## src/hdl/ercc_map.svh

```systemverilog
/*
 Constants for the third-supply configuration control block.
 Assumes inclusion by bare name from the block package and modules.
*/
`ifndef ERCC_MAP_SVH
`define ERCC_MAP_SVH

// Mode code width and values
`define ERCC_MODE_W      3
`define ERCC_MODE_INIT   3'h0
`define ERCC_MODE_NORMAL 3'h1
`define ERCC_MODE_STOP   3'h2
`define ERCC_MODE_SLEEP  3'h3
`define ERCC_MODE_RESTRT 3'h4
`define ERCC_MODE_FSAFE  3'h5

// Configuration codes
`define ERCC_CFG_NONE    2'h0
`define ERCC_CFG_ALONE   2'h1
`define ERCC_CFG_SHARE   2'h2

// Voltage select codes: 0 gives 5.0 V, 1 gives 3.3 V
`define ERCC_VSEL_5V0    1'h0
`define ERCC_VSEL_3V3    1'h1

// Synchroniser depth
`define ERCC_SYNC_STAGES 2

`endif

```

## src/hdl/ercc_pkg.sv

```systemverilog
/*
 Types for the third-supply configuration control block.
 Assumes ercc_map.svh is on the include path.
*/
`include "ercc_map.svh"

package ercc_pkg;
   // System operating mode
   typedef enum logic [2:0] {
      ERCC_INIT   = 3'b000,
      ERCC_NORMAL = 3'b001,
      ERCC_STOP   = 3'b010,
      ERCC_SLEEP  = 3'b011,
      ERCC_RESTRT = 3'b100,
      ERCC_FSAFE  = 3'b101
   } ercc_mode_t;

   // Locked configuration state
   typedef enum logic [1:0] {
      ERCC_CFG_NONE  = 2'b00,
      ERCC_CFG_ALONE = 2'b01,
      ERCC_CFG_SHARE = 2'b10
   } ercc_cfg_t;
endpackage

```

## src/hdl/ercc_ctrl.sv

```systemverilog
/*
 Third-supply configuration control: configuration lock, per-mode output
 state, voltage select, undervoltage switch-off, stop-mode power path and
 overcurrent flag.
 Assumes i_rst is the power-on reset only; soft reset arrives on
 i_soft_rst and never clears the lock. Control bits are write pulses with
 data, decoded elsewhere from the serial control registers.
*/
// Notes on behaviour
// - Stand-alone bit in normal mode selects stand-alone
// - Load-share bit selects load sharing
// - First configuration locks; later changes ignored
// - Lock survives soft reset, cleared by power
// - Stand-alone: select 0 is 5.0V, 1 is 3.3V
// - Load sharing ignores voltage select
// - Stop mode: high path follows current hysteresis
// - Normal mode uses high-power path only
// - Status reported to second supply status register
// - Input undervoltage switches off, auto re-enables
// - Keep-on bit holds supply through undervoltage
// - Share plus stop keep-on keeps supply in stop
// - Per-mode output state table
// - Load sharing follows main supply, set in normal; the write is taken in any mode
// - Change after share lock sets failure flag
// - Change after stand-alone lock sets no flag
// - Share off in stop, resumes in normal
// - Stand-alone overcurrent flag, clearable when gone
`timescale 1ns/100ps
`include "ercc_map.svh"

module ercc_ctrl #(
   parameter int SYNC_STAGES = `ERCC_SYNC_STAGES   // Synchroniser depth
) (
   input  wire logic            i_clock,           // 25 MHz clock
   input  wire logic            i_rst,             // Power-on reset, high
   input  wire logic            i_ce,              // Clock enable
   input  wire logic            i_soft_rst,        // Soft reset pulse
   input  wire ercc_pkg::ercc_mode_t i_mode,       // System operating mode
   input  wire logic            i_standalone_wr,   // Write of stand-alone bit
   input  wire logic            i_standalone_enable_bit, // Stand-alone bit data
   input  wire logic            i_load_share_wr,   // Write of hardware control reg
   input  wire logic            i_load_share_enable_bit, // Load-share bit data
   input  wire logic            i_third_supply_voltage_select, // 0 5.0V, 1 3.3V
   input  wire logic            i_undervoltage_keep_on_bit,    // Keep on in UV
   input  wire logic            i_stop_mode_share_keep_on,     // Share kept in stop
   input  wire logic            i_uv_comp_async,   // Input below UV threshold
   input  wire logic            i_base_above_rise, // Base current over rising thr
   input  wire logic            i_base_below_fall, // Base current under falling thr
   input  wire logic            i_shunt_limit,     // Shunt threshold reached
   input  wire logic            i_oc_clear,        // Overcurrent flag clear pulse
   input  wire logic            i_main_supply_on,  // Main regulator state
   output ercc_pkg::ercc_cfg_t  o_cfg,             // Locked configuration
   output logic                 o_locked,          // Configuration locked
   output logic                 o_third_supply_en, // Drive enable of regulator
   output logic                 o_vsel_3v3,        // High selects 3.3 V
   output logic                 o_high_path_en,    // High-power path on
   output logic                 o_spi_fail_set,    // Failure flag set pulse
   output logic                 o_third_supply_overcurrent_flag,  // Sticky OC
   output logic                 o_third_supply_undervoltage_flag  // UV status
);
   import ercc_pkg::*;

   ercc_cfg_t cfg_r, cfg_nxt;               // Locked configuration
   logic      soft_alone_r, soft_alone_nxt; // Stand-alone on/off setting
   logic      vsel_r, vsel_nxt;             // Latched voltage select
   logic      hp_r, hp_nxt;                 // Stop-mode high path state
   logic      oc_r, oc_nxt;                 // Overcurrent sticky flag
   logic      fail_r, fail_nxt;             // Failure set pulse
   logic      en_r, en_nxt;                 // Supply enable
   logic      uv_flag_r, uv_flag_nxt;       // Undervoltage status
   logic      uv_sync;                      // Synchronised comparator
   logic      uv_cut;                       // Undervoltage switch-off

   ercc_sync #(
      .STAGES  (SYNC_STAGES)
   ) u_uv_sync (
      .i_clock (i_clock),
      .i_rst   (i_rst),
      .i_ce    (i_ce),
      .i_async (i_uv_comp_async),
      .o_sync  (uv_sync)
   );

   // Mode table decision for a given configuration
   // Stand-alone holds its on/off setting outside init and fail-safe;
   // load sharing mirrors the main regulator wherever it may run at all.
   function automatic logic mode_on(input ercc_mode_t m, input ercc_cfg_t c,
                                    input logic held, input logic keep,
                                    input logic main_on);
      logic r;
      r = 1'b0;
      if (c == ERCC_CFG_ALONE) begin
         case (m)
            ERCC_NORMAL, ERCC_STOP, ERCC_SLEEP, ERCC_RESTRT: r = held;
            default:                                          r = 1'b0;
         endcase
      end else if (c == ERCC_CFG_SHARE) begin
         case (m)
            ERCC_NORMAL, ERCC_RESTRT: r = main_on;
            // kept on in stop; else off, bit stays
            ERCC_STOP:                r = keep & main_on;
            default:                  r = 1'b0;
         endcase
      end
      return r;
   endfunction

   // Keep-on masks only the switch-off; the status flag still reports
   // the undervoltage so software can see why the input sagged.
   // switch off below threshold; keep-on overrides
   assign uv_cut = uv_sync & ~i_undervoltage_keep_on_bit;

   // Next-state logic for configuration and status
   always_comb begin
      cfg_nxt        = cfg_r;
      soft_alone_nxt = soft_alone_r;
      vsel_nxt       = vsel_r;
      hp_nxt         = hp_r;
      oc_nxt         = oc_r;
      fail_nxt       = 1'b0;
      // lock only ever set; soft reset and modes leave it
      if (cfg_r == ERCC_CFG_NONE) begin
         // load share wins if both written together
         if (i_load_share_wr && i_load_share_enable_bit) begin
            cfg_nxt = ERCC_CFG_SHARE;
         // stand-alone taken in normal mode only
         end else if (i_standalone_wr && i_standalone_enable_bit &&
                      i_mode == ERCC_NORMAL) begin
            cfg_nxt        = ERCC_CFG_ALONE;
            soft_alone_nxt = 1'b1;
         end
      end else if (cfg_r == ERCC_CFG_SHARE) begin
         // change attempt flags failure, config kept
         if ((i_standalone_wr && i_standalone_enable_bit) ||
             (i_load_share_wr && !i_load_share_enable_bit)) begin
            fail_nxt = 1'b1;
         end
      end else begin
         // switch on/off allowed, no failure flag
         if (i_standalone_wr && i_mode == ERCC_NORMAL) begin
            soft_alone_nxt = i_standalone_enable_bit;
         end
      end
      if (cfg_nxt == ERCC_CFG_ALONE) begin
         // 0 gives 5.0 V, 1 gives 3.3 V
         vsel_nxt = i_third_supply_voltage_select;
      end else begin
         vsel_nxt = `ERCC_VSEL_5V0;
      end
      // normal uses high path; stop uses hysteresis
      if (i_mode == ERCC_STOP) begin
         if (i_base_above_rise) begin
            hp_nxt = 1'b1;
         end else if (i_base_below_fall) begin
            hp_nxt = 1'b0;
         end
      end else begin
         hp_nxt = (i_mode == ERCC_NORMAL) || (i_mode == ERCC_RESTRT);
      end
      // set wins over clear; clear only once gone
      if (cfg_r == ERCC_CFG_ALONE && i_shunt_limit) begin
         oc_nxt = 1'b1;
      end else if (i_oc_clear) begin
         oc_nxt = 1'b0;
      end
      // Soft reset turns the stand-alone output off, lock stays
      if (i_soft_rst) begin
         soft_alone_nxt = 1'b0;
         oc_nxt         = 1'b0;
      end
      // Enable lags a mode change by one cycle, undervoltage by three
      en_nxt = mode_on(i_mode, cfg_r, soft_alone_r, i_stop_mode_share_keep_on,
                       i_main_supply_on) & ~uv_cut;
      uv_flag_nxt = (cfg_r == ERCC_CFG_ALONE) & uv_sync;
   end

   // Registers; lock cleared only by power-on reset
   always_ff @(posedge i_clock or posedge i_rst) begin
      if (i_rst) begin
         cfg_r        <= ERCC_CFG_NONE;
         soft_alone_r <= 1'b0;
         vsel_r       <= `ERCC_VSEL_5V0;
         hp_r         <= 1'b0;
         oc_r         <= 1'b0;
         fail_r       <= 1'b0;
         en_r         <= 1'b0;
         uv_flag_r    <= 1'b0;
      end else if (i_ce) begin
         cfg_r        <= cfg_nxt;
         soft_alone_r <= soft_alone_nxt;
         vsel_r       <= vsel_nxt;
         hp_r         <= hp_nxt;
         oc_r         <= oc_nxt;
         fail_r       <= fail_nxt;
         en_r         <= en_nxt;
         uv_flag_r    <= uv_flag_nxt;
      end
   end

   // Outputs from flip-flops; lock is decoded from the configuration
   // High path is gated by the enable so a parked hysteresis state
   // never shows while the supply itself is off.
   assign o_cfg                            = cfg_r;
   assign o_locked                         = (cfg_r != ERCC_CFG_NONE);
   assign o_third_supply_en                = en_r;
   assign o_vsel_3v3                       = vsel_r;
   assign o_high_path_en                   = hp_r & en_r;
   assign o_spi_fail_set                   = fail_r;
   assign o_third_supply_overcurrent_flag  = oc_r;
   assign o_third_supply_undervoltage_flag = uv_flag_r;
endmodule

```

## src/hdl/ercc_sync.sv

```systemverilog
/*
 Multi-stage level synchroniser with clock enable.
 Assumes a level input from a foreign timing source.
*/
`timescale 1ns/100ps

module ercc_sync #(
   parameter int STAGES = 2                   // Flip-flops in chain
) (
   input  wire logic i_clock,                 // System clock
   input  wire logic i_rst,                   // Async reset, high
   input  wire logic i_ce,                    // Clock enable
   input  wire logic i_async,                 // Unsynchronised level
   output logic      o_sync                   // Synchronised level
);
   logic [STAGES-1:0] chain_r;                // Shift chain
   logic [STAGES-1:0] chain_nxt;              // Next chain value

   // Shift in; only the last stage is read outside
   always_comb begin
      chain_nxt = {chain_r[STAGES-2:0], i_async};
   end

   // Register the chain
   always_ff @(posedge i_clock or posedge i_rst) begin
      if (i_rst) begin
         chain_r <= '0;
      end else if (i_ce) begin
         chain_r <= chain_nxt;
      end
   end

   assign o_sync = chain_r[STAGES-1];
endmodule

```

## config.mk

```make
export PLATFORM = sky130hd
export DESIGN_NAME = ercc_ctrl
export DESIGN_NICKNAME = d
export VERILOG_FILES = /design/src/hdl/ercc_pkg.sv /design/src/hdl/ercc_ctrl.sv /design/src/hdl/ercc_sync.sv
export VERILOG_INCLUDE_DIRS = /design/src /design/src/hdl
export SDC_FILE = /design/constraint.sdc
export NUM_CORES = 1
export LEC_CHECK = 0
export ABC_CLOCK_PERIOD_IN_PS = 3350
export BUFFER_PORTS_ARGS = -buffer_cell sky130_fd_sc_hd__buf_2
export CAP_MARGIN = 10
export CELL_PAD_IN_SITES_DETAIL_PLACEMENT = 1
export CELL_PAD_IN_SITES_GLOBAL_PLACEMENT = 2
export CORE_MARGIN = 2
export CORE_UTILIZATION = 28
export CTS_BUF_LIST = sky130_fd_sc_hd__clkbuf_8
export CTS_CLUSTER_DIAMETER = 40
export DETAILED_ROUTE_END_ITERATION = 10
export PLACE_DENSITY_LB_ADDON = 0.1
export SLEW_MARGIN = 25
export SYNTH_ARGS = -nofsm -noshare
export SYNTH_HDL_FRONTEND = slang
export SYNTH_SLANG_ARGS = --single-unit
```

## constraint.sdc

```tcl
create_clock -name i_clock -period 3.35 [get_ports i_clock]
set_input_delay 0.67 -clock i_clock [delete_from_list [all_inputs] [get_ports i_clock]]
set_output_delay 0.67 -clock i_clock [all_outputs]
set_load 0.005 [all_outputs]
```

==> summary.md, run 1 <==
| Metric | Value |
|---|---|
| Run status | complete, no violations |
| R2r setup slk | 2.17 ns |
| Seq pwr share | 45.4% |
| Antenna violations before repair | 0 |
| CTS Hold Bufs | 0 |
| Post-synthesis net count | 84 |
| Crit path launch type | register |
| Cts bufs inserted | 3 |
| Fin crit share | 51.1% |
| Area grow syn2layout | 34.9% |
| Placed Instances | 117 |
| Post_cts resized | 0 |
| Yosys warning count | 0 |
| Final Core Density | 40.7% |
| Critical Path AT | roughly 1.0 ns |
| Ys async rst share | 100% |
| Crit path max fanout | 8 |
| Core Area | just under 2000 um^2 |
| Seq cells post-synth | 11 |
| Top-area cell type share of the netlist area | 46.0% |
| Final non-filler cell total | 121 |
| Drc violations | 0 |
| CTS tree | built |
| Combinational share of power | 13.3% |
| Setup Viol. Count Final | 0 |
| Post-DRT Antenna Nets | 0 |
| Slew Limit Headroom | 70.1% |
| Sw Pwr | 0.0756 mW |
| Total GRT Usage | 13.4% |
| Post-CTS setup buffer count | 0 |
| Htree depth | 1 |
| Mapped Avg Cell Area | approximately 9.3 um^2 |
| PD cells | 392 nW/um^2 |
| Root buf cell | clkbuf_8 |
| Proportion of synthesized chip area in sequential cells | 46.0% |
| Clock Skews | 0.00136 ns |
| Hold Fails Final Rpt | 0 |
| Tot Pwr | 0.317 mW |
| Vias in the first global route | 594 |
| EDFF count, synth | 0 |
| Share of cells above drive strength 1 | about two fifths |
| Drt wl/cell | 13.1 um |
| Final WS setup | approximately 1.6 ns |
| Final Max Tran Viols | 0 |
| Worst min path class | in -> async |
| Setup Crit Path Kind | reg -> out |
| Vias/cell | 4.88 |
| Final min period | 1.71 ns |
| FP Rows | 16 |
| CTS sink cnt | 11 |
| Yosys top cell by area | dfrtp_1 |
| Hpwl dp | 1.23 mm |
| Distinct cells, synth | 27 |
| P_leak | around 0.41 nW |
| Longest Clk Path Bufs | 2 |
| Placer Congestion | between 0.7 and 0.8 |
| First-pass GRT wire length | 2.60 mm |
| Largest cells by area after synthesis | dfrtp_1 46%, inv_1 5.6%, nand2_1 5.0%, mux2_2 3.8%, a32o_1 3.3% |
| Tightest Pin Transition | 0.448 ns |
| Initial Utilization | between 30% and 40% |
| Worst r2r src | o_cfg[1]$_DFFE_PP0P_ |
| WP data required | 2.68 ns |
| Sw Ratio | 23.9% |
| Max VDD drop | ~0.23 mV |
| PortBufs | 28 |
| CP startpoint | o_cfg[0]$_DFFE_PP0P_ |
| Layout fillers | 253 |
| Post-Route WL | 1.58 mm |
| Die footprint | 2520 um^2 |
| Dpl ws | 1.84 ns |
| CTS clk-pin slew, worst paths | approximately 0.050 ns |
| Internal | 0.241 mW |
| Total grt overflow | 0 |
| Nets | 115 |
| DR pass1 iterations | 3 |
| Clock Latency Late Sink | approximately 0.23 ns |
| Ant diodes | 0 |
| Fmax | about 600 MHz |
| Vias | between 500 and 600 |
| Commonest cells after routing, fill and taps aside | 28 x buf_2, 11 x dfrtp_1, 10 x inv_1, 8 x nand2_1, 4 x o21ai_0 |
| Ports | 29 |
| Die H | 50.2 um |
| Most common cell after layout, fill and taps aside | buf_2 |
| Setup TNS Final | 0 ns |
| Gate Count Post-Synth | 64 |
| Die X-Extent | 50.2 um |
| Clock network power share | 41.3% |
| Largest net degree at the start of global routing | 18 |
| Worst setup EP type | output port |
| Initial DRC Count | 2 |
| RSZ-0062 raised after global routing | no |
| Max-cap check violation count | 0 |
| Mapped cell area | 598 um^2 |
| Ys flop type | dfrtp_1 |
-- metal layers --
metal / GRT usage, % / vias up / share of wire [%]
met5: 0 / - / 0
met4: 4.17 / 0 / 0
met3: 4.17 / 0 / 7.1
met2: 19.7 / 18 / 45
met1: 18.5 / 281 / 48
li1: - / 291 / -
-- critical path: stages, from the launching register on --
cell and delay, ns:
dfrtp_1 0.45, nor2_1 0.18, inv_1 0.05, buf_2 0.12
-- power by group through the flow --
stage	registers (mW)	logic (mW)	clock network (mW)
6_report	0.144	0.0420	0.131
5_1_grt	0.145	0.0477	0.140
4_1_cts	0.144	0.0428	0.132
3_5_place_dp	0.146	0.0426	0
3_3_place_gp	0.146	0.0423	0
2_1_floorplan	0.146	0.0216	0
-- registers in the layout, indices dropped and copies added, names as in the netlist --
| signal | flops |
|---|---|
| o_cfg | 2 |
| u_uv_sync.chain_r | 2 |
| hp_r | 1 |
| o_spi_fail_set | 1 |
| o_third_supply_en | 1 |
| o_third_supply_overcurrent_flag | 1 |
| o_third_supply_undervoltage_flag | 1 |
| o_vsel_3v3 | 1 |
| soft_alone_r | 1 |
-- stage by stage --
step	hold WS (ns)	cell area (um^2)
3_3_place_gp	0.481	762
6_report	0.431	807
2_1_floorplan	0.458	598
3_5_place_dp	0.482	762
4_1_cts	0.453	807
5_1_grt	0.460	807
-- path summary, 6_finish.rpt --
kind / endpoint / cells past startpoint
setup / recovery: o_locked / 3
hold / removal: o_third_supply_overcurrent_flag$_DFFE_PP0P_ / 2
setup reg to reg: o_third_supply_en$_DFFE_PP0P_ / 3
hold reg to reg: hp_r$_DFFE_PP0P_ / 1
max in group asynchronous: hp_r$_DFFE_PP0P_ / 2
min in group i_clock: hp_r$_DFFE_PP0P_ / 1
-- cell type report --
class / instances / area [um^2] / share of cell area, %
Multi-Input combinational cell: 42 / 279 / 34.6
Sequential cell: 11 / 275 / 34.1
Inverter: 9 / 33.8 / 4.19
Timing Repair Buffer: 28 / 140 / 17.4
Clock inverter: 1 / 3.75 / 0.465
Tap cell: 27 / 33.8 / 4.19
Clock buffer: 3 / 41.3 / 5.12
-- kinds of logic (layout without fill, tap and decap cells) --
logic type	count (synthesis)	in the layout	share of synthesized area, %
AOI/OAI and AO/OA	21	21	25.9
and+or+nand+nor	19	19	16.9
DFF	11	11	46.0
buffers and inverters	11	41	7.32
muxes	2	2	3.77
-- synth_stat cells, drive strengths merged (2+ instances only) --
cell type / n
a31o: 2
a31oi: 2
a32o: 2
buf: 2
dfrtp: 11
inv: 9
mux2: 2
nand2: 8
nand2b: 2
nand3: 2
nor2: 2
nor2b: 2
o21ai: 5
o22ai: 2
(Power assumes the default switching activity.)
==> run 2, diff against run 1 <==
--- a/config.mk
+++ b/config.mk
@@ -6,13 +6,13 @@
 export SDC_FILE = /design/constraint.sdc
 export NUM_CORES = 1
 export LEC_CHECK = 0
-export ABC_CLOCK_PERIOD_IN_PS = 3350
+export ABC_CLOCK_PERIOD_IN_PS = 1600
 export BUFFER_PORTS_ARGS = -buffer_cell sky130_fd_sc_hd__buf_2
 export CAP_MARGIN = 10
 export CELL_PAD_IN_SITES_DETAIL_PLACEMENT = 1
 export CELL_PAD_IN_SITES_GLOBAL_PLACEMENT = 2
 export CORE_MARGIN = 2
-export CORE_UTILIZATION = 28
+export CORE_UTILIZATION = 26
 export CTS_BUF_LIST = sky130_fd_sc_hd__clkbuf_8
 export CTS_CLUSTER_DIAMETER = 40
 export DETAILED_ROUTE_END_ITERATION = 10
==> constraint.sdc (replaced) <==
create_clock -name i_clock -period 1.6 [get_ports i_clock]
set_input_delay 0.32 -clock i_clock [delete_from_list [all_inputs] [get_ports i_clock]]
set_output_delay 0.32 -clock i_clock [all_outputs]
set_load 0.005 [all_outputs]
==> run 2 against run 1 <==
  * Global-route usage grew 0.54 points
  * First-iteration DRC count grew 100%
  * Sequential cell count is the same
  * Worst hold slack lost 0.35 ns
  * Sequential power grew 110%
  * Critical path type unchanged
  * Die area grew 7.1%
  * Register-to-register slack lost 1.7 ns
  * Clock power grew 110%
==> summary.md, run 2 (synthesis results as in run 1) <==
| Metric | Value |
|---|---|
| Run status | complete, no violations |
| DR pass1 iterations | 3 (unchanged) |
| CTS clk-pin slew, worst paths | 0.05 ns (about the same) |
| Die H | 52.0 um (+3.5%) |
| PD cells | 823 nW/um^2 (+110%) |
| Worst setup EP type | output port |
| Post_cts resized | 0 (unchanged) |
| Layout fillers | 282 (+11%) |
| Total grt overflow | 0 (unchanged) |
| Area used by multi-input combinational logic | 279 um^2 (unchanged) |
| Vias/cell | 5.02 (+3.0%) |
| Antenna violations before repair | 0 (unchanged) |
| Worst min path class | in -> async |
| FP Rows | 17 (+1) |
| Critical Path AT | 1.04 ns (about the same) |
| Initial Utilization | 27.3% (-2.9 points) |
| Die X-Extent | 52.0 um (+3.5%) |
| Post-CTS setup buffer count | 0 (unchanged) |
| Ant diodes | 0 (unchanged) |
| Setup TNS Final | 0 ns (unchanged) |
| Setup Crit Path Kind | reg -> out |
| RSZ-0062 raised after global routing | no |
| Htree depth | 1 (unchanged) |
| Worst hold margin | 0.0801 ns (-0.351 ns) |
| Tot Pwr | 0.665 mW (+110%) |
| CP cell instances | nor2_1, inv_1, buf_2 |
| Drt wl/cell | 12.6 um (-3.3%) |
| Final WS setup | 0.242 ns (-1.40 ns) |
| Fmax | 737 MHz |
| PortBufs | 28 (unchanged) |
| Vias | 613 (+3.9%) |
| Hpwl dp | 1.22 mm (-0.25%) |
| Ports | 29 (unchanged) |
| Max VDD drop | 0.441 mV (+91%) |
| Placer Congestion | 0.695 (-7.1%) |
| Commonest cells after routing, fill and taps aside | 28 x buf_2, 11 x dfrtp_1, 10 x inv_1, 8 x nand2_1, 4 x o21ai_0 |
| Post-Route WL | 1.54 mm (-2.5%) |
| Total GRT Usage | 13.9% (+0.54 points) |
| Initial DRC Count | 4 (+2) |
| R2r setup slk | 0.45 ns (-1.72 ns) |
| Area grow syn2layout | 35.1% |
| CP max stage delay | 0.45 ns (about the same) |
| CTS tree | built |
| First-pass GRT wire length | 2.73 mm (+5.0%) |
| Crit path launch type | register |
| Clock Skews | 0.00170 ns (+0.000341 ns) |
| WP data required | 1.28 ns (-1.40 ns) |
| Longest Clk Path Bufs | 2 (unchanged) |
| Clock Latency Late Sink | 0.24 ns (about the same) |
| Share of cells above drive strength 1 | 38.3% (unchanged) |
| P_leak | 0.414 nW (unchanged) |
| Post-DRT Antenna Nets | 0 (unchanged) |
| Nets | 115 (unchanged) |
| CTS sink cnt | 11 (unchanged) |
| Fin crit share | between 80% and 90% |
| Max-cap check violation count | 0 (unchanged) |
| Root buf cell | clkbuf_8 |
| CTS Hold Bufs | 0 (unchanged) |
| Register Area | 275 um^2 (unchanged) |
| Tightest Pin Transition | 0.454 ns (+0.00544 ns) |
| Final Max Tran Viols | 0 (unchanged) |
| Vias in the first global route | 623 (+4.9%) |
| Setup Viol. Count Final | 0 (unchanged) |
| Core Area | 2190 um^2 (+11%) |
| Hold Fails Final Rpt | 0 (unchanged) |
| Die footprint | 2700 um^2 (+7.1%) |
| Cts bufs inserted | 3 (unchanged) |
| Largest net degree at the start of global routing | 18 (unchanged) |
| Most common cell after layout, fill and taps aside | buf_2 |
| Dpl ws | 0.425 ns (-1.42 ns) |
| Final min period | 1.36 ns |
| CP top delay family | flip-flops |
| Critical-path top delay cell | dfrtp_1 |
| Crit path max fanout | 8 (unchanged) |
| Slew Limit Headroom | 69.7% (-0.36 points) |
| Worst Path Buf+Inv | 2 (unchanged) |
| Drc violations | 0 (unchanged) |
-- run 2: cell counts in the layout (fill, tap and decap cells not counted) --
Identical to the previous run, type by type.
-- run 2: routing by layer --
layer,vias up,routed length [um],global-route usage (%)
met4,0,17,6.58
met1,302,679,16.2
met5,-,0,0
li1,292,-,-
met2,17,742,23.4
met3,2,103,3.74
-- run 2: area by class of cell --
class	count	share of cell area, %
inverter	9	4.18
clock buffer	3	5.11
timing repair buffer	28	17.3
sequential	11	34.1
multi-input combinational	42	34.5
clock inverter	1	0.464
tap	28	4.33
-- run 2: through the flow --
stage	instance area, um^2	utilization (%)	cells
after floorplan	598	-	64
after global placement	763	34.8	118
after detailed placement	763	34.8	118
after CTS	808	36.9	122
after global routing	808	36.9	122
final	808	36.9	122
-- run 2: path summary, 6_finish.rpt --
kind | start | end | depth (start not counted)
max | o_cfg[0]$_DFFE_PP0P_ | o_locked | 3
min | i_rst | o_third_supply_overcurrent_flag$_DFFE_PP0P_ | 2
max reg2reg | o_cfg[1]$_DFFE_PP0P_ | o_third_supply_en$_DFFE_PP0P_ | 3
min reg2reg | hp_r$_DFFE_PP0P_ | hp_r$_DFFE_PP0P_ | 1
max in group asynchronous | i_rst | o_third_supply_en$_DFFE_PP0P_ | 2
min in group i_clock | i_uv_comp_async | u_uv_sync.chain_r[0]$_DFFE_PP0P_ | 2
-- run 2: where the power goes --
part           internal, mW  switching (mW)  total, mW
combinational        0.0433          0.0443     0.0876
clock                 0.169           0.107      0.276
sequential            0.293         0.00810      0.301
==> run 3, diff against run 2 <==
--- a/config.mk
+++ b/config.mk
@@ -6,13 +6,13 @@
 export SDC_FILE = /design/constraint.sdc
 export NUM_CORES = 1
 export LEC_CHECK = 0
-export ABC_CLOCK_PERIOD_IN_PS = 1600
+export ABC_CLOCK_PERIOD_IN_PS = 1200
 export BUFFER_PORTS_ARGS = -buffer_cell sky130_fd_sc_hd__buf_2
 export CAP_MARGIN = 10
 export CELL_PAD_IN_SITES_DETAIL_PLACEMENT = 1
 export CELL_PAD_IN_SITES_GLOBAL_PLACEMENT = 2
 export CORE_MARGIN = 2
-export CORE_UTILIZATION = 26
+export CORE_UTILIZATION = 23
 export CTS_BUF_LIST = sky130_fd_sc_hd__clkbuf_8
 export CTS_CLUSTER_DIAMETER = 40
 export DETAILED_ROUTE_END_ITERATION = 10
==> constraint.sdc (replaced) <==
create_clock -name i_clock -period 1.2 [get_ports i_clock]
set_input_delay 0.24 -clock i_clock [delete_from_list [all_inputs] [get_ports i_clock]]
set_output_delay 0.24 -clock i_clock [all_outputs]
set_load 0.005 [all_outputs]
==> run 3 against run 2 <==
  * Largest cell class unchanged
  * Highest routed layer unchanged
  * Critical path type unchanged
  * The flow now finishes with violations (hold timing)
  * Combinational power increased by 42%
  * Cell area up 3.9%
  * Via count is 2.8% lower
==> summary.md, run 3 (synthesis results as in run 1) <==
| Metric | Value |
|---|---|
| Run status | finished with violations |
| Failing checks | hold timing |
| Core Area | 2480 um^2 (+13%) |
| DP Area | 766 um^2 (+0.33%) |
| Post-Route WL | 1.69 mm (+9.8%) |
| Most common cell after layout, fill and taps aside | buf_2 |
| Max VDD drop | 0.598 mV (+36%) |
| Tightest Pin Transition | 0.441 ns (-0.0127 ns) |
| RSZ-0062 raised after global routing | yes |
| Largest net degree at the start of global routing | 18 (unchanged) |
| Layout fillers | 304 (+7.8%) |
| Nets | 117 (+1.7%) |
| Cts bufs inserted | 3 (unchanged) |
| Root buf cell | clkbuf_8 |
| Worst reg2reg path depth | 4 (+1) |
| Initial DRC Count | 2 (-2) |
| Total GRT Usage | 13.0% (-0.90 points) |
| Max-cap check violation count | 0 (unchanged) |
| Worst hold margin | -0.00267 ns (-0.0828 ns) |
| Clock Skews | 0.00250 ns (+0.000794 ns) |
| Crit path max fanout | 5 (-3) |
| Sw Ratio | 24.0% (-0.055 points) |
| Final Max Tran Viols | 0 (unchanged) |
| Setup Crit Path Kind | reg -> out |
| Vias/cell | 4.73 (-5.9%) |
| Internal | 0.675 mW (+34%) |
| Worst setup EP type | output port |
| Met3 Use GR | 2.42% (-1.3 points) |
| Dpl ws | 0.00924 ns (-0.416 ns) |
| Placer Congestion | 0.670 (-3.7%) |
| CTS tree | built |
| Clock Latency Late Sink | 0.23 ns (about the same) |
| Met1 Use GR | 19.3% (+3.2 points) |
| CTS clk-pin slew, worst paths | 0.05 ns (about the same) |
| Fin crit share | 99.2% |
| Initial Utilization | 24.1% (-3.2 points) |
| Seq pwr share | 45.3% (about the same) |
| WP data required | 0.96 ns (-0.32 ns) |
| Vias | 596 (-2.8%) |
| Worst reg2reg path endpoint | soft_alone_r$_DFFE_PP0P_ |
| Critical Path AT | 0.95 ns (-0.09 ns) |
| Area grow syn2layout | 40.4% |
| Final Core Density | 33.9% (-3.0 points) |
| Final instance area | 840 um^2 (+3.9%) |
| GRT met2 Usage | 18.5% (-5.0 points) |
| Clock network power share | 40.8% (-0.8 points) |
| R2r setup slk | 0.06 ns (-0.39 ns) |
| Final min period | between 1 and 1.5 ns |
| P_leak | 0.424 nW (+2.5%) |
| Die footprint | 3020 um^2 (+12%) |
| PortBufs | 28 (unchanged) |
| Ports | 29 (unchanged) |
| PD cells | 1060 nW/um^2 (+29%) |
| Die H | 55.0 um (+5.8%) |
| Area used by multi-input combinational logic | 292 um^2 (+4.5%) |
| First-pass GRT wire length | 2.73 mm (unchanged) |
| Combinational share of power | 14.0% (+0.8 points) |
| Hold Fails Final Rpt | 5 (+5) |
| Slew Limit Headroom | 70.6% (+0.85 points) |
| FP Rows | 18 (+1) |
| Antenna violations before repair | 0 (unchanged) |
| Vias in the first global route | 554 (-11%) |
| Total grt overflow | 0 (unchanged) |
| Worst r2r src | o_cfg[0]$_DFFE_PP0P_ |
| Setup TNS Final | 0 ns (unchanged) |
| Crit path launch type | register |
| CTS sink cnt | 11 (unchanged) |
| Post-DRT Antenna Nets | 0 (unchanged) |
| Die X-Extent | 55.0 um (+5.8%) |
| CTS Hold Bufs | 0 (unchanged) |
| Ant diodes | 0 (unchanged) |
| Htree depth | 1 (unchanged) |
| DR pass1 iterations | 3 (unchanged) |
| Drc violations | 0 (unchanged) |
| Tot Pwr | 0.889 mW (+34%) |
| Longest Clk Path Bufs | 2 (unchanged) |
| Drt wl/cell | 13.4 um (+6.3%) |
| Register Area | 277 um^2 (+0.45%) |
| Share of cells above drive strength 1 | 43.8% (+5.5 points) |
| Most used routing layer | met1 |
| Commonest cells after routing, fill and taps aside | 28 x buf_2, 10 x inv_1, 10 x dfrtp_1, 8 x nand2_1, 4 x o21ai_0 |
| Fmax | 840 MHz |
| Final WS setup | 0.0100 ns (-0.232 ns) |
| Setup Viol. Count Final | 0 (unchanged) |
| Sw Pwr | 0.213 mW (+33%) |
| Hpwl dp | 1.23 mm (+0.27%) |
| Worst min path class | in -> async |
## run 3: changes by cell type in the layout (fill, tap and decap cells not counted)
cell     previous run  this run
nor2_2              0         2
nor2_1              2         0
dfrtp_2             0         1
dfrtp_1            11        10
o32ai_1             1         0
buf_4               0         2
o32ai_2             0         1
## run 3: metrics by stage
step | hold WS (ns) | cells
global route | 0.0331 | 126
floorplan | 0.0924 | 64
CTS | 0.0181 | 125
finish | -0.00267 | 126
detailed placement | 0.278 | 120
global placement | 0.273 | 120
## run 3: routing by layer
metal  part of all wire, %  wire (um)
met3                   6.1        103
met5                     0          0
met4                  0.83         14
met1                    46        772
met2                    47        803
## run 3: worst max path at each step
stage | startpoint | end | slack [ns]
final | o_cfg[0]$_DFFE_PP0P_ | o_cfg[0] | 0.01
after global routing | o_cfg[1]$_DFFE_PP0P_ | o_locked | -0.05
after CTS | o_cfg[1]$_DFFE_PP0P_ | o_locked | 0.0008
after detailed placement | o_cfg[0]$_DFFE_PP0P_ | o_third_supply_en$_DFFE_PP0P_ | 0.009
after global placement | o_cfg[0]$_DFFE_PP0P_ | o_third_supply_en$_DFFE_PP0P_ | 0.07
after floorplan | o_cfg[1]$_DFFE_PP0P_ | o_third_supply_en$_DFFE_PP0P_ | 0.12
## run 3: critical path, cell delays in order, from the launching register on
cell     delay [ns]
dfrtp_2        0.44
buf_4          0.16
buf_2          0.12
## run 3: area by class of cell
cell class,instances,area share (%)
repair buffers,30,18.5
clock buffers,3,4.92
multi-input cells,42,34.7
inverters,9,4.02
well taps,30,4.47
flip-flops and latches,11,32.9
clock inverters,1,0.447
## run 3: power by group through the flow
stage	combinational, mW	clock (mW)	sequential, mW
after CTS	0.122	0.377	0.403
final	0.124	0.362	0.402
after global placement	0.120	0	0.408
after floorplan	0.0602	0	0.406
after detailed placement	0.120	0	0.409
after global routing	0.142	0.402	0.407
## run 3: repair_timing
item / 4_1_cts / 5_1_grt
setup endpoints to repair: 2 / 3
pin swaps: 2 / 0
buffers inserted: 1 / 1
gates resized for setup: 2 / 2
